**src/design/fpd_regs.vh**
```
// Constants for the front-panel display mode controller
`ifndef FPD_REGS_VH
`define FPD_REGS_VH

// Display modes in cycle order
`define FPD_MODE_STATUS     4'h0
`define FPD_MODE_TUNING     4'h1
`define FPD_MODE_DIAG       4'h2
`define FPD_MODE_ALARM      4'h3
`define FPD_MODE_POINT      4'h4
`define FPD_MODE_BASIC      4'h5
`define FPD_MODE_GAIN       4'h6
`define FPD_MODE_EXT        4'h7
`define FPD_MODE_IO         4'h8
`define FPD_MODE_EXT2       4'h9
`define FPD_MODE_EXT3       4'hA
`define FPD_MODE_LAST       4'hB

// Control methods
`define FPD_METHOD_POINT    2'h0
`define FPD_METHOD_PROGRAM  2'h1

// Last index of selectable items
`define FPD_STATUS_LAST     4'hA
`define FPD_DIAG_LAST       4'hA
`define FPD_ALARM_LAST      4'h2

// Display geometry
`define FPD_DIGITS          5
`define FPD_SEG_W           40

// Character codes beyond the hex digits
`define FPD_CH_BLANK        5'h10
`define FPD_CH_P            5'h11
`define FPD_CH_O            5'h12
`define FPD_CH_S            5'h13
`define FPD_CH_R            5'h14
`define FPD_CH_N            5'h15
`define FPD_CH_U            5'h16
`define FPD_CH_L            5'h17
`define FPD_CH_J            5'h18
`define FPD_CH_T            5'h19
`define FPD_CH_DASH         5'h1A

// Symbol hold time at power-on
`define FPD_CLK_KHZ         40000
`define FPD_HOLD_MS         2000
`define FPD_HOLD_CYCLES     (`FPD_HOLD_MS * `FPD_CLK_KHZ)

`endif

```
**src/design/fpd_front_panel.v**
```verilog
// Front-panel display mode controller with power-on intro and status stepping
//
// What this block does
// - Each mode press after the intro advances to next mode
// - Twelve modes in fixed status-to-positioning order
// - Point-table mode only under point-table method
// - Power-on shows positioning text for point/program
// - Status shown on five-digit seven-segment display
// - Up/down step status items, showing symbol
// - Set switches symbol to item data
// - Power-on shows selected symbol 2 s, then data
// - Configured axis name shown before status
// - Alarm mode offers three sub-displays
// - Diagnosis mode offers eleven sub-functions
`timescale 1ns/10ps
`include "fpd_regs.vh"

module fpd_front_panel #(
    parameter [31:0] HOLD_CYCLES = `FPD_HOLD_CYCLES
) (
    input  wire        CLK,
    input  wire        RST_N,
    input  wire        BTN_MODE,
    input  wire        BTN_UP,
    input  wire        BTN_DOWN,
    input  wire        BTN_SET,
    input  wire [1:0]  CTRL_METHOD,
    input  wire [3:0]  POWER_ON_STATUS_SELECTOR,
    input  wire        AXIS_NAME_SET,
    input  wire [24:0] AXIS_NAME,
    input  wire [19:0] STATUS_DATA,
    input  wire        STATUS_NEG,
    output reg  [39:0] SEG,
    output reg  [3:0]  DISPLAY_MODE,
    output reg  [3:0]  STATUS_ITEM,
    output reg  [3:0]  SUB_INDEX,
    output reg         SHOW_DATA,
    output reg         INTRO_BUSY
);

    localparam [1:0] PH_AXIS = 2'h0;
    localparam [1:0] PH_POS  = 2'h1;
    localparam [1:0] PH_SYM  = 2'h2;
    localparam [1:0] PH_RUN  = 2'h3;

    // Seven-segment pattern, bit order g..a, active high
    function [6:0] seg_of;
        input [4:0] ch;
        begin
            case (ch)
                5'h00:          seg_of = 7'h3F;
                5'h01:          seg_of = 7'h06;
                5'h02:          seg_of = 7'h5B;
                5'h03:          seg_of = 7'h4F;
                5'h04:          seg_of = 7'h66;
                5'h05:          seg_of = 7'h6D;
                5'h06:          seg_of = 7'h7D;
                5'h07:          seg_of = 7'h07;
                5'h08:          seg_of = 7'h7F;
                5'h09:          seg_of = 7'h6F;
                5'h0A:          seg_of = 7'h77;
                5'h0B:          seg_of = 7'h7C;
                5'h0C:          seg_of = 7'h39;
                5'h0D:          seg_of = 7'h5E;
                5'h0E:          seg_of = 7'h79;
                5'h0F:          seg_of = 7'h71;
                `FPD_CH_P:      seg_of = 7'h73;
                `FPD_CH_O:      seg_of = 7'h5C;
                `FPD_CH_S:      seg_of = 7'h6D;
                `FPD_CH_R:      seg_of = 7'h50;
                `FPD_CH_N:      seg_of = 7'h54;
                `FPD_CH_U:      seg_of = 7'h3E;
                `FPD_CH_L:      seg_of = 7'h38;
                `FPD_CH_J:      seg_of = 7'h1E;
                `FPD_CH_T:      seg_of = 7'h78;
                `FPD_CH_DASH:   seg_of = 7'h40;
                default:        seg_of = 7'h00;
            endcase
        end
    endfunction

    // Symbol letter of each status item
    function [4:0] sym_of;
        input [3:0] item;
        begin
            case (item)
                4'h0:    sym_of = 5'h0C;
                4'h1:    sym_of = `FPD_CH_R;
                4'h2:    sym_of = 5'h0E;
                4'h3:    sym_of = `FPD_CH_P;
                4'h4:    sym_of = `FPD_CH_N;
                4'h5:    sym_of = 5'h0F;
                4'h6:    sym_of = `FPD_CH_U;
                4'h7:    sym_of = `FPD_CH_L;
                4'h8:    sym_of = `FPD_CH_J;
                4'h9:    sym_of = 5'h0B;
                4'hA:    sym_of = `FPD_CH_T;
                default: sym_of = `FPD_CH_DASH;
            endcase
        end
    endfunction

    // Step an index up or down with wrap across 0..last
    // An index beyond last recovers to an end
    function [3:0] step;
        input [3:0] cur;
        input [3:0] last;
        input       up;
        begin
            if (up) begin
                step = (cur >= last) ? 4'h0 : cur + 4'h1;
            end else begin
                step = (cur == 4'h0 || cur > last) ? last : cur - 4'h1;
            end
        end
    endfunction

    // Pack five characters into the segment bus, digit 4 leftmost
    function [39:0] pack;
        input [24:0] chars;
        input [4:0]  dots;
        integer k;
        begin
            pack = 40'h00_0000_0000;
            for (k = 0; k < `FPD_DIGITS; k = k + 1) begin
                pack[k*8 +: 8] = {dots[k], seg_of(chars[k*5 +: 5])};
            end
        end
    endfunction

    // Button pins pass two flip-flops before use
    reg  [3:0]  btn_meta;
    reg  [3:0]  btn_sync;
    reg  [3:0]  btn_prev;
    wire [3:0]  press = btn_sync & ~btn_prev;
    wire        press_mode = press[0];
    wire        press_up   = press[1];
    wire        press_down = press[2];
    wire        press_set  = press[3];

    always @(posedge CLK or negedge RST_N) begin
        if (!RST_N) begin
            btn_meta <= 4'h0;
            btn_sync <= 4'h0;
            btn_prev <= 4'h0;
        end else begin
            btn_meta <= {BTN_SET, BTN_DOWN, BTN_UP, BTN_MODE};
            btn_sync <= btn_meta;
            btn_prev <= btn_sync;
        end
    end

    reg  [1:0]  phase;
    reg  [31:0] timer;
    reg  [1:0]  next_phase;
    wire        point_method = (CTRL_METHOD == `FPD_METHOD_POINT);
    wire        pos_method   = point_method || (CTRL_METHOD == `FPD_METHOD_PROGRAM);
    wire        timer_done   = (timer >= HOLD_CYCLES - 32'h0000_0001);

    // Intro sequence: axis name, positioning text, symbol, then run
    always @* begin
        next_phase = phase;
        case (phase)
            PH_AXIS: begin
                if (!AXIS_NAME_SET || timer_done) begin
                    next_phase = pos_method ? PH_POS : PH_SYM;
                end
            end
            PH_POS: begin
                if (timer_done) begin
                    next_phase = PH_SYM;
                end
            end
            PH_SYM: begin
                if (timer_done) begin
                    next_phase = PH_RUN;
                end
            end
            PH_RUN: begin
                next_phase = PH_RUN;
            end
            default: begin
                next_phase = PH_RUN;
            end
        endcase
    end

    reg  [3:0]  mode;
    reg  [3:0]  item;
    reg  [3:0]  sub;
    reg         show;
    reg  [3:0]  next_mode;

    // Skip the point-table mode outside the point-table method
    always @* begin
        if (mode >= `FPD_MODE_LAST) begin
            next_mode = `FPD_MODE_STATUS;
        end else if (mode + 4'h1 == `FPD_MODE_POINT && !point_method) begin
            next_mode = mode + 4'h2;
        end else begin
            next_mode = mode + 4'h1;
        end
    end

    wire        run = (phase == PH_RUN);
    wire [3:0]  sub_last = (mode == `FPD_MODE_ALARM) ? `FPD_ALARM_LAST : `FPD_DIAG_LAST;

    always @(posedge CLK or negedge RST_N) begin
        if (!RST_N) begin
            phase <= PH_AXIS;
            timer <= 32'h0000_0000;
            mode  <= `FPD_MODE_STATUS;
            item  <= 4'h0;
            sub   <= 4'h0;
            show  <= 1'b0;
        end else begin
            phase <= next_phase;
            // Timer parks after the intro so it never wraps
            if (next_phase != phase) begin
                timer <= 32'h0000_0000;
            end else if (!run) begin
                timer <= timer + 32'h0000_0001;
            end
            if (!run) begin
                // Selector sampled until the intro ends, so late config still lands
                item <= (POWER_ON_STATUS_SELECTOR > `FPD_STATUS_LAST) ?
                        4'h0 : POWER_ON_STATUS_SELECTOR;
                show <= (next_phase == PH_RUN);
            end else if (press_mode) begin
                mode <= next_mode;
                sub  <= 4'h0;
                show <= 1'b0;
            end else if (mode == `FPD_MODE_STATUS) begin
                // Up wins when both arrows land together
                if (press_up || press_down) begin
                    item <= step(item, `FPD_STATUS_LAST, press_up);
                    show <= 1'b0;
                end else if (press_set) begin
                    show <= 1'b1;
                end
            end else if (mode == `FPD_MODE_DIAG || mode == `FPD_MODE_ALARM) begin
                if (press_up || press_down) begin
                    sub <= step(sub, sub_last, press_up);
                end
            end
        end
    end

    // Compose the five-digit picture
    reg  [39:0] next_seg;
    always @* begin
        case (phase)
            PH_AXIS: begin
                // Blank rather than stray name bits when none is configured
                if (AXIS_NAME_SET) begin
                    next_seg = pack(AXIS_NAME, 5'h00);
                end else begin
                    next_seg = 40'h00_0000_0000;
                end
            end
            PH_POS: begin
                next_seg = pack({`FPD_CH_P, `FPD_CH_O, `FPD_CH_S, `FPD_CH_BLANK,
                                 `FPD_CH_BLANK}, 5'h00);
            end
            PH_SYM: begin
                next_seg = pack({sym_of(item), {4{`FPD_CH_BLANK}}}, 5'h00);
            end
            default: begin
                if (mode != `FPD_MODE_STATUS) begin
                    next_seg = pack({`FPD_CH_DASH, 1'b0, mode, `FPD_CH_BLANK,
                                     `FPD_CH_BLANK, 1'b0, sub}, 5'h00);
                end else if (show) begin
                    // Negative values light the upper four decimal points
                    next_seg = pack({1'b0, STATUS_DATA[19:16], 1'b0, STATUS_DATA[15:12],
                                     1'b0, STATUS_DATA[11:8], 1'b0, STATUS_DATA[7:4],
                                     1'b0, STATUS_DATA[3:0]},
                                    {{4{STATUS_NEG}}, 1'b0});
                end else begin
                    next_seg = pack({sym_of(item), {4{`FPD_CH_BLANK}}}, 5'h00);
                end
            end
        endcase
    end

    always @(posedge CLK or negedge RST_N) begin
        if (!RST_N) begin
            SEG          <= 40'h00_0000_0000;
            DISPLAY_MODE <= `FPD_MODE_STATUS;
            STATUS_ITEM  <= 4'h0;
            SUB_INDEX    <= 4'h0;
            SHOW_DATA    <= 1'b0;
            INTRO_BUSY   <= 1'b1;
        end else begin
            SEG          <= next_seg;
            DISPLAY_MODE <= mode;
            STATUS_ITEM  <= item;
            SUB_INDEX    <= sub;
            SHOW_DATA    <= show;
            INTRO_BUSY   <= !run;
        end
    end

endmodule

```
**config.mk**
```make
export PLATFORM = sky130hd
export DESIGN_NAME = fpd_front_panel
export DESIGN_NICKNAME = d
export VERILOG_FILES = /design/src/design/fpd_front_panel.v
export VERILOG_INCLUDE_DIRS = /design/src /design/src/design
export SDC_FILE = /design/constraint.sdc
export NUM_CORES = 1
export LEC_CHECK = 0
export BUFFER_PORTS_ARGS = -buffer_cell sky130_fd_sc_hd__buf_4
export CORE_ASPECT_RATIO = 1.2
export CORE_MARGIN = 2
export CORE_UTILIZATION = 42
export DETAILED_ROUTE_END_ITERATION = 8
export GPL_ROUTABILITY_DRIVEN = 0
export SKIP_LAST_GASP = 1
export SLEW_MARGIN = 20
export SYNTH_ARGS = -nofsm -noshare
export SYNTH_HDL_FRONTEND = slang
export SYNTH_SLANG_ARGS = --single-unit
```
**constraint.sdc**
```tcl
create_clock -name CLK -period 2.95 [get_ports CLK]
set_input_delay 0.1475 -clock CLK [delete_from_list [all_inputs] [get_ports CLK]]
set_output_delay 0.1475 -clock CLK [all_outputs]
set_load 0.03 [all_outputs]
```
==> flow_summary.ini <==
[logic_synthesis]
synth-async-reset-ratio = 1.00
synth_edf_count = 0
synth_area_mm2 = 0.00929
yosys_warnings = 0
synthCells = 1124
synthesis.nets = 1264
synth_flop_cell = dfrtp_1
yosysSeqAreaShare = 0.294
synth_seq_cells = 109
avgSynthCellArea_um2 = 8.26
synth.distinct_cells = 76

[pwr]
ir_drop_mv = 0.465
pwr_density_cell_mw_per_mm2 = 558
p_leak_nw = 4.80

[place]
dpl.hpwl_um = 18500
placed_cells = 1458
port_buffers = 111

[clock_network]
cts.clk_slew.worst_paths_ns = 0.08
cts_root_buf = clkbuf_16
cts_max_level = 3
worstSkewPairLatency_ns = 0.36
cts_sinks = 109
cts-root-to-sink-buffers = 2
postCtsSetupBuffers = 0
cts_buffers = 9
cts_tree = yes

[sta]
hold_viol = 0
fin_worst_skew_ns = 0.0121
rsz0062_at_grt = no
fin_crit_ns = 2.54
final-setup-viol-count = 0
timing.final.crit_share = 0.860
fin_tns_setup_ns = 0
clock.fmax_mhz = 394
drv_slew = 0
relSlewSlack = 0.490
tightestPinTransition_ns = 0.761

[grt]
grt.total_usage = 0.211
overflow = 0
grt_pass1_wl_um = 40600
antenna_found_initial = 0
grt_max_degree = 55
grt_pass1_vias = 8092

[drt]
drc = 0
drtIter0Drc = 583
dr.pass1.iters = 5
routed_via_density = 5.78
wl_per_cell_um = 16.9
vias = 8550
wl_um = 25000
drtAntennaViolNets = 0

[floorplan]
coreArea_mm2 = 0.0217
die_w_um = 140
rows = 59
dieArea_mm2 = 0.0233
start_util = 0.428
die_y_um = 167
ios = 113

[hold_path]
hold_path_class = in2reg

[critical_path]
max_stage_delay_ns = 0.50
critPathArrivalTime_ns = 2.84
path_common_cell = o21ai_0
cp_slowest_cell = dfrtp_1
endpoint_kind = flip-flop
crit_required_ns = 3.25
setup.worst_path.class = reg2reg
cp_max_fo = 10
start_kind = flip-flop
path_cells = inv_1 > ha_1 > nand3_1 > o21ai_0 > o21ai_0 > a311oi_1 > a311o_1
cp_num_buf_inv = 1
path_delay_family = compound AO/OA/AOI/OAI gates

[job]
max_cap_violations = 0

[final_layout]
num_antenna_cells = 0
fillers = 2187
layout-drive-gt1-share = 0.162
area_delta_synth_final_pct = 14.8
fin_nets = 1341
stdcell_count = 1480

[outcome]
outcome = finished clean
[what timing repair did]
action                     CTS  global route
gates resized for setup      0             0
hold buffers                 6             0
hold endpoints to repair    56             0
setup endpoints to repair    0             0
[synthesized netlist by cell type, types with 5 or more instances]
library cell	number	area, um2
a21o_1	7	52.6
o21a_1	5	37.5
dfrtp_1	108	2700
nor3_1	21	105
nand2b_1	17	106
ha_1	81	1010
o22ai_1	18	113
a31oi_1	15	93.8
a211oi_1	21	158
mux4_2	8	180
a32oi_1	11	96.3
nand2_1	75	282
xnor2_1	15	131
o31ai_1	9	67.6
buf_2	5	25.0
nand3b_1	7	52.6
mux2i_1	31	310
o21ai_0	105	526
nor2b_1	28	175
clkbuf_1	62	233
a21oi_1	80	400
nor2_1	111	417
nand4_1	6	37.5
inv_1	58	218
xor2_1	19	166
and3_1	9	56.3
o221ai_1	10	87.6
o311ai_0	9	78.8
and2_1	7	43.8
o32ai_1	14	123
a311oi_1	5	43.8
nand3_1	34	170
o211ai_1	15	113
[report_power, final]
group          total [mW]  switching [mW]  internal, mW
clock network        1.20           0.613         0.586
logic                2.88            1.75          1.13
registers            1.87           0.184          1.69
[worst min-delay path, stage by stage]
cell and delay, ns:
buf_4 0.10, o21a_1 0.11, o21bai_1 0.06
[worst paths after layout]
check,startpoint,endpoint,slack (ns),cells past startpoint
min in group asynchronous,RST_N,STATUS_ITEM[2],0.37,2
max in group asynchronous,RST_N,SEG[26],1.71,3
max reg2reg,mode[0],SEG[34],0.41,7
max,mode[0],SEG[34],0.41,7
min reg2reg,btn_meta[1],btn_sync[1],0.35,0
min,AXIS_NAME_SET,phase[1],0.09,3
[cells in the final DEF, fill, tap and decap left out, types with 7 or more instances in the layout]
master and count:
buf_4 139, nor2_1 111, dfrtp_1 108, o21ai_0 105, ha_1 81, a21oi_1 80, nand2_1 75, inv_1 58
nand3_1 34, mux2i_1 31, nor2b_1 28, nor3_1 21, a211oi_1 21, xor2_1 19, o22ai_1 18, nand2b_1 17
o211ai_1 15, a31oi_1 15, xnor2_1 15, o32ai_1 14, a32oi_1 11, o221ai_1 10, o311ai_0 9, and3_1 9
o31ai_1 9, clkbuf_16 9, mux4_2 8, and2_1 7, nand3b_1 7, a21o_1 7
[through the flow]
stage	power (mW)	utilization	area, um2	hold WS [ns]	worst slack, ns
global placement	4.73	0.476	10300	0.259	0.497
finish	5.95	0.491	10700	0.0932	0.413
global route	6.37	0.491	10700	0.0832	0.184
detailed placement	4.72	0.476	10300	0.259	0.441
floorplan	3.83	-	9290	-0.148	0.414
CTS	5.96	0.491	10700	0.0815	0.416
[per-layer routing]
layer	global-route usage	wire (um)	vias to the layer above
li1	-	-	4232
met1	0.272	11100	4048
met2	0.365	12300	224
met3	0.0265	959	46
met4	0.0722	585	0
met5	0	0	-
[cell type report]
class,count,area (um2),area share
Clock buffer,9,225,0.0211
Clock inverter,7,55.1,0.00516
Inverter,61,229,0.0215
Multi-Input combinational cell,875,5980,0.561
Sequential cell,109,2730,0.256
Tap cell,274,343,0.0321
Timing Repair Buffer,145,1100,0.103
[kinds of logic after synthesis]
logic type / count (synthesis) / share of synthesized area
other cells: 1 / 0.000404
mux: 43 / 0.0577
buf+inv: 140 / 0.0621
xor+xnor: 34 / 0.0321
flops: 109 / 0.294
fa+ha+maj: 82 / 0.110
compound gates: 366 / 0.256
simple gates: 349 / 0.188
[sequential cells by signal (all words and copies together) (netlist names)]
name,count
SEG,36
timer,32
DISPLAY_MODE,4
STATUS_ITEM,4
SUB_INDEX,4
btn_meta,4
btn_prev,4
btn_sync,4
item,4
mode,4
sub,4
phase,2
INTRO_BUSY,1
SHOW_DATA,1
show,1
Note: power is estimated with default switching activity, not from simulation.
